==> config.mk <==
export PLATFORM = sky130hd
export DESIGN_NAME = dbu_top
export DESIGN_NICKNAME = d
export VERILOG_FILES = /design/src/inc/dbu_pkg.sv /design/src/hdl/dbu_top.sv
export VERILOG_INCLUDE_DIRS = /design/src /design/src/inc
export SDC_FILE = /design/constraint.sdc
export NUM_CORES = 1
export LEC_CHECK = 0
export BUFFER_PORTS_ARGS = -buffer_cell sky130_fd_sc_hd__buf_4
export CAP_MARGIN = 20
export CORE_UTILIZATION = 35
export DETAILED_ROUTE_END_ITERATION = 8
export PLACE_DENSITY = 0.6
export SLEW_MARGIN = 20
export SYNTH_ARGS = -nofsm -noshare
export SYNTH_HDL_FRONTEND = slang
export SYNTH_SLANG_ARGS = --single-unit
==> constraint.sdc <==
create_clock -name clk_sys -period 5.2 [get_ports clk_sys]
set_clock_uncertainty 0.05 [all_clocks]
set_input_delay 1.56 -clock clk_sys [delete_from_list [all_inputs] [get_ports clk_sys]]
set_output_delay 1.56 -clock clk_sys [all_outputs]
set_load 0.005 [all_outputs]
==> src/inc/dbu_regs.svh <==
`ifndef DBU_REGS_SVH
`define DBU_REGS_SVH
// register indices; byte address on the bus is four times the index
`define DBU_IDX_ADDR_HI 28'h5ffff90
`define DBU_IDX_ADDR_LO 28'h5ffff92
`define DBU_IDX_MASK_HI 28'h5ffff94
`define DBU_IDX_MASK_LO 28'h5ffff96
`define DBU_IDX_CYC_SEL 28'h5ffff98
`define DBU_IDX_STATUS 28'h5ffff9a
`define DBU_IDX_IRQ_MASK 28'h5ffff9c
`define DBU_CFG_RESET 16'h0000
// cycle select fields
`define DBU_SRC_POS 6
`define DBU_TYPE_POS 4
`define DBU_DIR_POS 2
`define DBU_SIZE_POS 0
`define DBU_CYC_SEL_USED 16'h00ff
// size encodings, shared by the field and the bus size input
`define DBU_SIZE_ANY 2'h0
// status and interrupt mask bits
`define DBU_ST_BREAK 0
`define DBU_ST_FETCH 1
`define DBU_ST_USED 16'h0003
`endif

==> src/inc/dbu_pkg.sv <==
package dbu_pkg;
  typedef enum logic [2:0] {
    DBU_SLOT_ADDR_HI,
    DBU_SLOT_ADDR_LO,
    DBU_SLOT_MASK_HI,
    DBU_SLOT_MASK_LO,
    DBU_SLOT_CYC_SEL,
    DBU_SLOT_STATUS,
    DBU_SLOT_IRQ_MASK,
    DBU_SLOT_NONE
  } dbu_slot_t;
endpackage : dbu_pkg

==> src/hdl/dbu_top.sv <==
// Chosen here: the APB register port.
`timescale 1ns/1ps
`include "dbu_regs.svh"

module dbu_top #(
  parameter int CNT_W = 4
) (
  input wire logic clk_sys,
  input wire logic reset_n,
  input wire logic psel,
  input wire logic penable,
  input wire logic pwrite,
  input wire logic [31:0] paddr,
  input wire logic [31:0] pwdata,
  input wire logic [3:0] pstrb,
  output logic [31:0] prdata,
  output logic pready,
  output logic pslverr,
  input wire logic bus_valid,
  input wire logic [31:0] bus_addr,
  input wire logic bus_is_dma,
  input wire logic bus_is_fetch,
  input wire logic bus_is_write,
  input wire logic [1:0] bus_size,
  output logic break_req,
  output logic break_on_fetch,
  input wire logic break_ack,
  output logic irq
);

  logic [15:0] cfg_q [5];
  logic [15:0] cfg_d [5];
  logic [15:0] status_q, status_d;
  logic [15:0] imask_q, imask_d;
  logic [31:0] prdata_q, prdata_d;
  logic pready_q, pready_d;
  logic pslverr_q, pslverr_d;
  logic irq_q, irq_d;
  logic [CNT_W-1:0] pend_q, pend_d;
  logic fetch_q, fetch_d;
  logic break_req_q, break_req_d;
  logic match_hit;
  logic [31:0] cmp_addr, cmp_mask;
  dbu_pkg::dbu_slot_t slot;
  logic commit;
  logic [15:0] wmask;

  function automatic logic idx_hit(input logic [27:0] idx, input logic [27:0] ref_idx);
    idx_hit = (idx[27:24] == ref_idx[27:24]) && (idx[8:0] == ref_idx[8:0]);
  endfunction : idx_hit

  function automatic logic sel_ok(input logic [1:0] sel, input logic first, input logic second);
    sel_ok = (sel[0] & first) | (sel[1] & second);
  endfunction : sel_ok

  // register slot decode
  always_comb begin
    logic [27:0] idx;
    idx = paddr[29:2];
    slot = dbu_pkg::DBU_SLOT_NONE;
    if (paddr[31:30] == 2'h0) begin
      if (idx_hit(idx, `DBU_IDX_ADDR_HI)) slot = dbu_pkg::DBU_SLOT_ADDR_HI;
      else if (idx_hit(idx, `DBU_IDX_ADDR_LO)) slot = dbu_pkg::DBU_SLOT_ADDR_LO;
      else if (idx_hit(idx, `DBU_IDX_MASK_HI)) slot = dbu_pkg::DBU_SLOT_MASK_HI;
      else if (idx_hit(idx, `DBU_IDX_MASK_LO)) slot = dbu_pkg::DBU_SLOT_MASK_LO;
      else if (idx_hit(idx, `DBU_IDX_CYC_SEL)) slot = dbu_pkg::DBU_SLOT_CYC_SEL;
      else if (idx_hit(idx, `DBU_IDX_STATUS)) slot = dbu_pkg::DBU_SLOT_STATUS;
      else if (idx_hit(idx, `DBU_IDX_IRQ_MASK)) slot = dbu_pkg::DBU_SLOT_IRQ_MASK;
    end
  end

  assign commit = psel && penable && pready_q;
  assign wmask = {{8{pstrb[1]}}, {8{pstrb[0]}}};

  // break condition compare
  assign cmp_addr = {cfg_q[0], cfg_q[1]};
  assign cmp_mask = {cfg_q[2], cfg_q[3]};
  always_comb begin
    logic [15:0] cs;
    logic addr_ok;
    logic size_ok;
    cs = cfg_q[4];
    addr_ok = ((bus_addr ^ cmp_addr) & ~cmp_mask) == 32'h0000_0000;
    size_ok = (cs[`DBU_SIZE_POS +: 2] == `DBU_SIZE_ANY)
      || (cs[`DBU_SIZE_POS +: 2] == bus_size);
    match_hit = bus_valid && addr_ok && size_ok
      && sel_ok(cs[`DBU_SRC_POS +: 2], !bus_is_dma, bus_is_dma)
      && sel_ok(cs[`DBU_TYPE_POS +: 2], bus_is_fetch, !bus_is_fetch)
      && sel_ok(cs[`DBU_DIR_POS +: 2], !bus_is_write, bus_is_write);
  end

  // apb slave: one wait state, answer registered
  always_comb begin
    logic [15:0] rd;
    rd = 16'h0000;
    unique case (slot)
      dbu_pkg::DBU_SLOT_ADDR_HI: rd = cfg_q[0];
      dbu_pkg::DBU_SLOT_ADDR_LO: rd = cfg_q[1];
      dbu_pkg::DBU_SLOT_MASK_HI: rd = cfg_q[2];
      dbu_pkg::DBU_SLOT_MASK_LO: rd = cfg_q[3];
      dbu_pkg::DBU_SLOT_CYC_SEL: rd = cfg_q[4];
      dbu_pkg::DBU_SLOT_STATUS: rd = status_q;
      dbu_pkg::DBU_SLOT_IRQ_MASK: rd = imask_q;
      dbu_pkg::DBU_SLOT_NONE: rd = 16'h0000;
    endcase
    pready_d = psel && penable && !pready_q;
    prdata_d = prdata_q;
    pslverr_d = pslverr_q;
    if (psel && penable && !pready_q) begin
      prdata_d = pwrite ? 32'h0000_0000 : {16'h0000, rd};
      pslverr_d = (slot == dbu_pkg::DBU_SLOT_NONE);
    end else if (!psel) begin
      prdata_d = 32'h0000_0000;
      pslverr_d = 1'b0;
    end
  end

  // setting registers
  always_comb begin
    for (int i = 0; i < 5; i++) begin
      cfg_d[i] = cfg_q[i];
      if (commit && pwrite && (int'(slot) == i)) begin
        cfg_d[i] = (cfg_q[i] & ~wmask) | (pwdata[15:0] & wmask);
      end
    end
    cfg_d[4] = cfg_d[4] & `DBU_CYC_SEL_USED;
    imask_d = imask_q;
    if (commit && pwrite && slot == dbu_pkg::DBU_SLOT_IRQ_MASK) begin
      imask_d = ((imask_q & ~wmask) | (pwdata[15:0] & wmask)) & `DBU_ST_USED;
    end
  end

  // break request, status and interrupt
  always_comb begin
    logic inc;
    logic dec;
    inc = match_hit && (pend_q != {CNT_W{1'b1}});
    dec = break_ack && (pend_q != '0);
    pend_d = pend_q;
    if (inc && !dec) pend_d = pend_q + CNT_W'(1);
    else if (dec && !inc) pend_d = pend_q - CNT_W'(1);
    fetch_d = fetch_q;
    if (match_hit) fetch_d = bus_is_fetch;
    else if (pend_d == '0) fetch_d = 1'b0;
    break_req_d = (pend_d != '0);
    status_d = status_q;
    if (commit && !pwrite && slot == dbu_pkg::DBU_SLOT_STATUS) status_d = 16'h0000;
    if (match_hit) begin
      status_d[`DBU_ST_BREAK] = 1'b1;
      if (bus_is_fetch) status_d[`DBU_ST_FETCH] = 1'b1;
    end
    irq_d = |(status_d & imask_d);
  end

  always_ff @(posedge clk_sys or negedge reset_n) begin
    if (!reset_n) begin
      for (int i = 0; i < 5; i++) begin
        cfg_q[i] <= `DBU_CFG_RESET;
      end
      imask_q <= 16'h0000;
      status_q <= 16'h0000;
      prdata_q <= 32'h0000_0000;
      pready_q <= 1'b0;
      pslverr_q <= 1'b0;
      irq_q <= 1'b0;
      pend_q <= '0;
      fetch_q <= 1'b0;
      break_req_q <= 1'b0;
    end else begin
      cfg_q <= cfg_d;
      imask_q <= imask_d;
      status_q <= status_d;
      prdata_q <= prdata_d;
      pready_q <= pready_d;
      pslverr_q <= pslverr_d;
      irq_q <= irq_d;
      pend_q <= pend_d;
      fetch_q <= fetch_d;
      break_req_q <= break_req_d;
    end
  end

  assign prdata = prdata_q;
  assign pready = pready_q;
  assign pslverr = pslverr_q;
  assign break_req = break_req_q;
  assign break_on_fetch = fetch_q;
  assign irq = irq_q;
endmodule : dbu_top

Yosys cells after proc, flatten, opt, wreduce, memory -nomap -nowiden:

Cells that the tools add are included.

* register bits after elaboration: 145
* bits in latches: 0
* bits in writable memories: 0
* ROM bits: 0
* bits of input ports: 112
* output and inout bits: 37
* word-level logic and storage cells: 133
* memories: 0

* add/subtract/negate cells: 2
* $mul: 0
* div/mod/pow operators: 0
* $lt $le $gt $ge: 0
* equal/unequal tests: 22
* shift-type cells: 0
* mux-type cells: 22
* bitwise logic cells: 27
* reduce and logical (&&, ||, !) cells: 46

Operator list (number)
* 16-bit case mux with 8 select lines: 1
* 16-bit bitwise AND: 6
* 32-bit two-way mux: 2
* 16-bit OR: 4
* 9-bit equality test, second input constant: 7
* 16-bit two-way mux: 3
* 32-bit bitwise AND: 1
* 32-bit zero test: 1
* 32-bit inverter: 1
* 32-bit XOR: 1
* 1-bit logical AND: 28
* 3-bit equality test, second input constant: 7
* 16-bit inverter: 1
* 16-bit OR reduction: 1
* 3-bit two-way mux: 5
* 3-bit by 2-bit equality test with 1-bit output, second input constant: 3
* 8-bit bitwise AND: 1
* 4-bit two-way mux: 2
* 8-bit OR: 1
* 4-bit nonzero test: 2
* 1-bit zero test: 7
* 1-bit bitwise AND: 6
* 3-bit zero test: 2
* 1-bit two-way mux: 6
* 15 further kinds: 20

Logic depth before layout (Yosys ltp):

Gate-level depths: netlist of run 1.

* depth after elaboration: 17
* depth in mapped cells: 10
* gate-level depth less buffers: 10

Worst setup path before layout of run 1:

OpenSTA, ideal clock, no wires.

* path kind: input-to-reg
* from: input paddr[29]
* to: register with a tool-made name
* setup time: 0.125 ns
* arrival time: 3.433 ns
* data required time: 5.025 ns
* slack: 1.592 ns
* stages on the path: 7
* path buffers: 1
* cell sequence: and4bb_1 nand4b_2 or3_4 or3_1 buf_6 nor3_4 mux2_2

RTL lines
* start: declaration: line dbu_top.sv:13 `input wire logic [31:0] paddr,`

Worst setup path in the final report of run 1:

* from: input bus_addr[27]
* to: register fetch_q (netlist: break_on_fetch)

* word-level cells in the longest chain between the ends: 15
* elaborated cells on any way between the ends: 17
* those cells by class: 3 x mux; 2 x bitwise; 12 x reduce/logical

RTL lines
* start: declaration: line dbu_top.sv:20 `input wire logic [31:0] bus_addr,`
* 32-bit XOR (*): line dbu_top.sv:83 `addr_ok = ((bus_addr ^ cmp_addr) & ~cmp_mask) == 32'h0000_0000;`
* 32-bit bitwise AND (*): line dbu_top.sv:83
* 32-bit zero test (*): line dbu_top.sv:83
* 1-bit logical AND (*) (5 in a row): line dbu_top.sv:86 `match_hit = bus_valid && addr_ok && size_ok`
* 1-bit logical AND: line dbu_top.sv:137 `inc = match_hit && (pend_q != {CNT_W{1'b1}});`
* 1-bit zero test: line dbu_top.sv:141 `else if (dec && !inc) pend_d = pend_q - CNT_W'(1);`
* 1-bit logical AND: line dbu_top.sv:141
* 4-bit two-way mux: line dbu_top.sv:141
* 4-bit two-way mux: line dbu_top.sv:140 `if (inc && !dec) pend_d = pend_q + CNT_W'(1);`
* 4-bit zero test: line dbu_top.sv:144 `else if (pend_d == '0) fetch_d = 1'b0;`
* 2-bit nonzero test (no line)
* end signal: assignment: line dbu_top.sv:178 `fetch_q <= fetch_d;`
* end: declaration: line dbu_top.sv:40 `logic fetch_q, fetch_d;`

Every way passes the cells marked *; elsewhere a longest branch is shown, timed or not.
A chain may end at the register's enable or synchronous reset.

==> summary.md, run 1 <==
In the final timing run, aggregate negative setup slack is 0 ns. For the pin with the worst max-slew slack, the measured transition is 0.958 ns. The count of antenna diodes in the layout was 0. The tools report the count of endpoints failing hold in the final timing report as 0.

Type of the worst setup path: input pin to flip-flop. The flow ran to the end, and the final reports show no timing, DRC or antenna violations. The tools report the total vias in the final route as 5079. The tree built by TritonCTS fans out to 129 sinks. The most used flip-flop cell after synthesis is sky130_fd_sc_hd__dfrtp_1. For this run, the number of Yosys warnings is 0. STA classifies the critical path endpoint as a flip-flop.

The number of vias per cell after detailed routing is 5.47. The site row count was 50; the fraction of final layout cells with drive strength greater than 1 was 34.7%. The count of cell types in the netlist came out at 59.

The tools report the die area as 0.0195 mm^2. The die is 140 um tall. IR analysis of the VDD net gives a maximum drop of 0.210 mV. The worst hold path begins at prdata[2]$_DFFE_PN0P_.

For the number of top-level pins, the log shows 149. The count of final setup violators was 0. Sorting the synthesized cells by area gives the leading types as sky130_fd_sc_hd__dfrtp_1 (49%), sky130_fd_sc_hd__mux2_2 (12%), sky130_fd_sc_hd__xnor2_1 (4.3%).

The clock transition time at the flip-flop clock pins of the worst setup and hold paths is 0.06 ns, and the max capacitance violation total is 0. After legalization and detailed placement, the total HPWL measured 14.6 mm. Setup repair after global routing left no endpoint under its margin.

In this run the tightest slew margin relative to its limit is 35.8%. The area growth from synthesis to final layout was 23.7%; the post-placement setup slack was 0.901 ns. Port buffering added 97 buffers.

Of all nets on the critical path, the largest fanout is 4. For the combined global-route utilization of all metal layers, the log shows 21.0%. The total area inside the core boundary comes to 0.0186 mm^2. The final critical-path share of the clock period is 75.3%, and the initial antenna violation count is 0.

Setup slack on the critical path of the routed design comes to 1.29 ns. Static timing analysis puts the maximum clock frequency at 256 MHz. The detailed router finished its first iteration with 299 violations. The average routed wire per standard cell was 21.3 um; the number of nets with antenna violations after detailed routing was 0. The power density normalized to cell area was 306 mW/mm^2. The leakage power of the design was 0.00384 uW; the number of buffers created by CTS was 17. For this run, the register share of the synthesized area comes to 48.6%. The H-tree was split into 4 levels.

The initial utilization of the core area, before any placement, comes to 35.7%. The global-route wire length before repair is 30.6 mm. For this run, asynchronously set or reset flops after synthesis account for 100%. In the final design database the tool counted 799 nets.

The weighted congestion reported at the end of routability-driven placement is 0.868, and the later-pin clock latency in the skew report is 0.42 ns. In this run the deepest clock path goes through 2 buffers. The post-synth design cell area was 0.00665 mm^2. Startpoint class of the critical path: an input pin.

The run gives 5.43 ns as the data required time at the worst endpoint. In this run the worst setup path begins at bus_addr[27]. Minimum clock period: 3.91 ns.

In this run, synthesis inferred 0 flip-flops with an integrated enable. For the number of global-route vias before repair, the log shows 5397. Among all cell types in the netlist, the one instantiated most often is sky130_fd_sc_hd__dfrtp_1. Entering global routing, the biggest net connects 79 pins. The number of pins with negative max-slew slack in the final report was 0; the total routed wirelength was 19.7 mm.

The number of cells upsized or downsized after cts is 0. After clock tree synthesis, the flow added hold-fix buffers numbering 0. For the worst setup path, the data arrival time is 4.14 ns.

The synthesized design devotes to its leading area cell type 48.6% of total area. After detailed routing, the number of remaining DRC violations is 0. Counting flops and latches in the post-synthesis netlist gives 129. For the setup fix buffers added after clock tree synthesis, the log shows 0. Kind of path behind the tightest hold check: flip-flop to flip-flop. After synthesis, the most frequently instantiated cells are sky130_fd_sc_hd__dfrtp_1 (129), sky130_fd_sc_hd__mux2_2 (71), sky130_fd_sc_hd__nand2_1 (40). Synthesized area per cell: 11.5 um^2.

For the leftover overflow at the end of global routing, the log shows 0. The cell accounting for the most synthesized area was sky130_fd_sc_hd__dfrtp_1. The first TritonRoute pass finished after 5 iterations. The count of mapped cells out of synthesis was 576; the width of the die was 140 um. TritonCTS built the clock tree. In this run the clock root is driven by a sky130_fd_sc_hd__clkbuf_16.
## layer usage
layer	vias to the layer above	global-route usage (%)	wire, um
met5	-	0	0
met4	0	8.04	425
li1	2310	-	-
met2	163	34.3	9610
met3	32	4.34	855
met1	2574	27.4	8840
## cells in the final DEF (no fill, tap or decap), types with 17 or more instances in the layout
| cell | count |
|---|---|
| sky130_fd_sc_hd__a221oi_1 | 17 |
| sky130_fd_sc_hd__buf_4 | 109 |
| sky130_fd_sc_hd__clkbuf_16 | 17 |
| sky130_fd_sc_hd__dfrtp_1 | 129 |
| sky130_fd_sc_hd__mux2_2 | 71 |
| sky130_fd_sc_hd__mux2i_1 | 27 |
| sky130_fd_sc_hd__nand2_1 | 40 |
| sky130_fd_sc_hd__nor2_1 | 34 |
| sky130_fd_sc_hd__o21ai_0 | 19 |
| sky130_fd_sc_hd__xnor2_1 | 33 |
## final timing paths
check                           depth (start not counted)                    endpoint  slack (ns)
min in group asynchronous                               1  asynchronous set/reset pin        0.98
worst max-delay path                                    8  break_on_fetch$_DFFE_PN0P_        1.29
worst min-delay path                                    2       prdata[2]$_DFFE_PN0P_        0.43
worst max register to register                          8  break_on_fetch$_DFFE_PN0P_        2.14
worst min register to register                          2       prdata[2]$_DFFE_PN0P_        0.43
max in group asynchronous                               3        imask_q[6]$_DFF_PN0_        3.11
## metrics by stage
step                      power [uW]  cells  hold WS, ns  util, %  area, um^2
after detailed placement        1360    899        0.422     40.8        7610
after global placement          1340    899        0.424     40.8        7610
after global routing            2620    928        0.462     44.1        8220
after floorplan                 1230    591        0.419        -        6700
final                           2520    928        0.429     44.1        8220
after CTS                       2530    927        0.433     43.9        8190
## report_power, final
part / internal [uW] / total, uW / leakage [uW] / switching (uW)
combinational: 123 / 290 / 0.00177 / 166
sequential: 1030 / 1060 / 0.00179 / 30.5
clock: 757 / 1170 / 0.000287 / 413
total: 1910 / 2520 / 0.00384 / 610
## cell families (layout without fill, tap and decap cells)
kind of cell | count (synthesis) | in the layout | synth area share [%]
adders and majority gates | 2 | 2 | 0.376
DFF | 129 | 129 | 48.6
AOI/OAI and AO/OA | 95 | 95 | 10.7
and+or+nand+nor | 169 | 169 | 14.9
buffers and inverters | 43 | 146 | 3.52
other | 1 | 16 | 0.0564
muxes | 104 | 104 | 17.5
xor gates and xnor gates | 33 | 33 | 4.35
## worst max-delay path, stage by stage
cell                        delay [ns]
sky130_fd_sc_hd__buf_4            0.11
sky130_fd_sc_hd__xnor2_1          0.25
sky130_fd_sc_hd__o22ai_1          0.19
sky130_fd_sc_hd__nor4_1           0.42
sky130_fd_sc_hd__nor4b_1          0.77
sky130_fd_sc_hd__o22ai_1          0.23
sky130_fd_sc_hd__a2111oi_2        0.47
sky130_fd_sc_hd__a21oi_1          0.13
## final cells by class
cell class | instances | area [um^2]
Clock buffer | 23 | 498
Sequential cell | 129 | 3230
Tap cell | 234 | 293
Timing Repair Buffer | 110 | 846
Fill cell | 1782 | 10400
Multi-Input combinational cell | 419 | 3250
Clock inverter | 5 | 78.8
Inverter | 8 | 30.0
No activity file was read; power rests on OpenSTA's default activity.
==> inputs of run 2 (changes only) <==
- PLACE_DENSITY: 0.6 -> 0.62
- clock period: 5.2 -> 3.55 ns (I/O delays scaled with it)
==> run 2 against run 1 <==
Power grew 49%. Critical path depth increased by 1. Worst setup slack worse by 0.68 ns. Sequential power up 46%.
==> summary.md, run 2 (synthesis gave the netlist of run 1 again) <==
The part of the total power dissipated in combinational logic was 11.3% (-0.2 points); the largest net degree at the start of global routing was 53 (-33%). In the layout the commonest cells are sky130_fd_sc_hd__dfrtp_1 (129), sky130_fd_sc_hd__buf_4 (122), sky130_fd_sc_hd__mux2_2 (71). The maximum buffer depth of the clock tree is 2 (unchanged), and the final critical-path share of the clock period is 82.8%. The launching instance or port of the critical path was paddr[29]. The maximum fanout count along the critical path came out at 5 (+1). The number of standard cells in the final layout excluding fillers is 945 (+1.8%), and the leakage power of the design is 0.00390 uW (+1.5%).

Number of nets with antenna violations after detailed routing: 0 (unchanged). The number of H-tree levels is 4 (unchanged), and the width of the die is 140 um (unchanged). Power density normalized to cell area: 449 mW/mm^2 (+47%). Setup repair after global routing left no endpoint under its margin.

The detailed placement HPWL is 14.8 mm (+1.3%). The kind of cell adding the most delay to the critical path is simple AND/OR/NAND/NOR gates. The slowest stage of the critical path is the sky130_fd_sc_hd__or4_4 cell. The count of cells along the worst register-to-register path was 8 (unchanged); the fraction of final layout cells with drive strength greater than 1 was 36.4% (+1.7 points).

For the slack of the worst reg-to-reg path, the log shows 0.98 ns (-1.16 ns). The logs give 0 (unchanged) for the setup fix buffers added after clock tree synthesis and 4 (-1) for the number of optimization iterations in the first detailed-route pass. The logs give 812 (+1.6%) for the number of nets in the final layout and 0 ns (unchanged) for the final total negative setup slack.

The number of global-route vias before repair was 5464 (+1.2%); the clock transition time at the flip-flop clock pins of the worst setup and hold paths was 0.06 ns (about the same). The tools report the destination of the worst hold path as prdata[2]$_DFFE_PN0P_. The number of cells upsized or downsized after cts was 0 (unchanged); the number of buffers added on ports was 97 (unchanged). The clock period could shrink to 2.94 ns.

The tree is rooted in a sky130_fd_sc_hd__clkbuf_16. The tools report the post-detailed-route DRC marker count as 0 (unchanged). The height of the die is 140 um (unchanged), and the number of violations reported at the end of detailed-routing iteration 0 is 325 (+8.7%). The worst hold path stage count is 2 (unchanged).

Derived from the worst setup path, the maximum achievable clock frequency is 340 MHz. The site row count is 50 (unchanged). The number of placed instances with taps included was 913 (+1.6%); the total vias in the final route was 5147 (+1.3%).

The global-route wire length before repair was 31.1 mm (+1.7%); the weighted congestion reported at the end of routability-driven placement was 0.884 (+1.8%). The tools report the part of the power in the clock network as 47.3% (+0.8 points). The count of antenna diodes in the layout is 0 (unchanged). The logs give 129 (unchanged) for the number of clock sinks seen by CTS and 0 (unchanged) for the leftover overflow at the end of global routing. The number of vias per cell after detailed routing is 5.45 (-0.48%), and the slew at the pin closest to its max-slew limit is 0.756 ns (-0.202 ns). The combined global-route utilization of all metal layers was 21.4% (+0.40 points). The area growth from synthesis to layout is 25.3%.

The number of top-level pins was 149 (unchanged). The run gives 3.17 ns (-0.97 ns) as the arrival time of data at the critical path endpoint. The tools report the max capacitance violation total as 0 (unchanged). The total buffers and inverters traversed by the critical path works out to 1 (unchanged). The average routed wire per standard cell is 21.1 um (-0.94%), and the fraction of power spent switching nets is 26.7% (+2.4 points). The signal on the critical path passes through buf_4, and4bb_1, nand4b_2, or3_4, or4_4, nor2_1, mux2_2, nand2_1, o211ai_1. The number of pins with negative max-slew slack in the final report is 0 (unchanged). For the worst supply voltage drop on vdd, the log shows 0.283 mV (+35%). STA classifies the critical path startpoint as an input pin.

For the data required time at the worst endpoint, the log shows 3.78 ns (-1.65 ns). The flow ran to the end, and the final reports show no timing, DRC or antenna violations. The run gives 998 uW (+64%) as the switching power summed over all nets. The min-delay analysis places its worst path in the category flip-flop to flip-flop. The number of buffers created by CTS is 17 (unchanged).

TritonCTS built the clock tree. The effective utilization at floorplan came out at 35.7% (unchanged). Overall power consumption: 3740 uW (+49%). The count of final setup violators came out at 0 (unchanged). The area of the placeable core was 0.0186 mm^2 (unchanged); the total routed wirelength was 19.9 mm (+0.88%). Type of the worst setup path: input pin to flip-flop. The tools report the internal portion of total power as 2740 uW (+44%). The headroom to the max-slew limit is 49.6% (+14 points). The tools report the register share of total power as 41.4% (-0.6 points). The tools report the launch instance of the worst min-delay path as prdata[2]$_DFFE_PN0P_. The library cell used most frequently in the layout, excluding fill and tap cells, is sky130_fd_sc_hd__dfrtp_1. The longest individual stage delay on the worst path was 0.46 ns (-0.31 ns); the number of buffers inserted by hold repair at cts was 0 (unchanged).

The later-pin clock latency in the skew report came out at 0.43 ns (about the same). Endpoint type of the worst setup path: a flip-flop. The die area is 0.0195 mm^2 (unchanged).

The capturing point of the worst reg2reg path is break_on_fetch$_DFFE_PN0P_. Count of endpoints failing hold in the final timing report: 0 (unchanged). The initial antenna violation count came out at 0 (unchanged).
[run 2: how the worst max path moves through the flow]
| stage | endpoint | cells after the start | slack, ns |
|---|---|---|---|
| floorplan | flip-flop | 7 | 0.44 |
| global placement | irq$_DFF_PN0_ | 9 | 0.15 |
| detailed placement | irq$_DFF_PN0_ | 9 | 0.17 |
| CTS | irq$_DFF_PN0_ | 9 | 0.61 |
| global route | break_on_fetch$_DFFE_PN0P_ | 10 | 0.51 |
| finish | irq$_DFF_PN0_ | 9 | 0.61 |
[run 2: worst min-delay path, stage by stage, from the launching register on]
cell,delay (ns)
sky130_fd_sc_hd__dfrtp_1,0.34
sky130_fd_sc_hd__nand2_1,0.05
sky130_fd_sc_hd__o21ai_0,0.06
[run 2: power groups by stage]
stage                     Clock [uW]  Combinational (uW)  Sequential, uW
after global placement             0                 404            1570
after floorplan                    0                 254            1550
after global routing            1860                 473            1550
final                           1770                 423            1550
after CTS                       1790                 423            1550
after detailed placement           0                 422            1570
[run 2: per-layer routing]
layer  vias to the layer above  track usage (%)  wire length (um)
met4                         0             7.52               431
met1                      2634             26.5              8550
met3                        34             4.96               811
li1                       2330                -                 -
met5                         -                0                 0
met2                       149             36.6             10100
[run 2: final cells by class]
cell class	instances	area [um^2]
multi-input combinational	419	3250
fill	1786	10300
timing repair buffer	123	936
inverter	8	30.0
clock buffer	18	439
tap	234	293
sequential	129	3230
clock inverter	14	155
[run 2: through the flow]
step                      setup WS [ns]  hold slack [ns]  util, %  instance area, um^2
after floorplan                   0.437            0.419        -                 6700
after global placement            0.153            0.424     41.5                 7730
after detailed placement          0.167            0.422     41.5                 7730
after CTS                         0.607            0.436     44.7                 8330
after global routing              0.512            0.449     44.7                 8330
final                             0.610            0.430     44.7                 8330
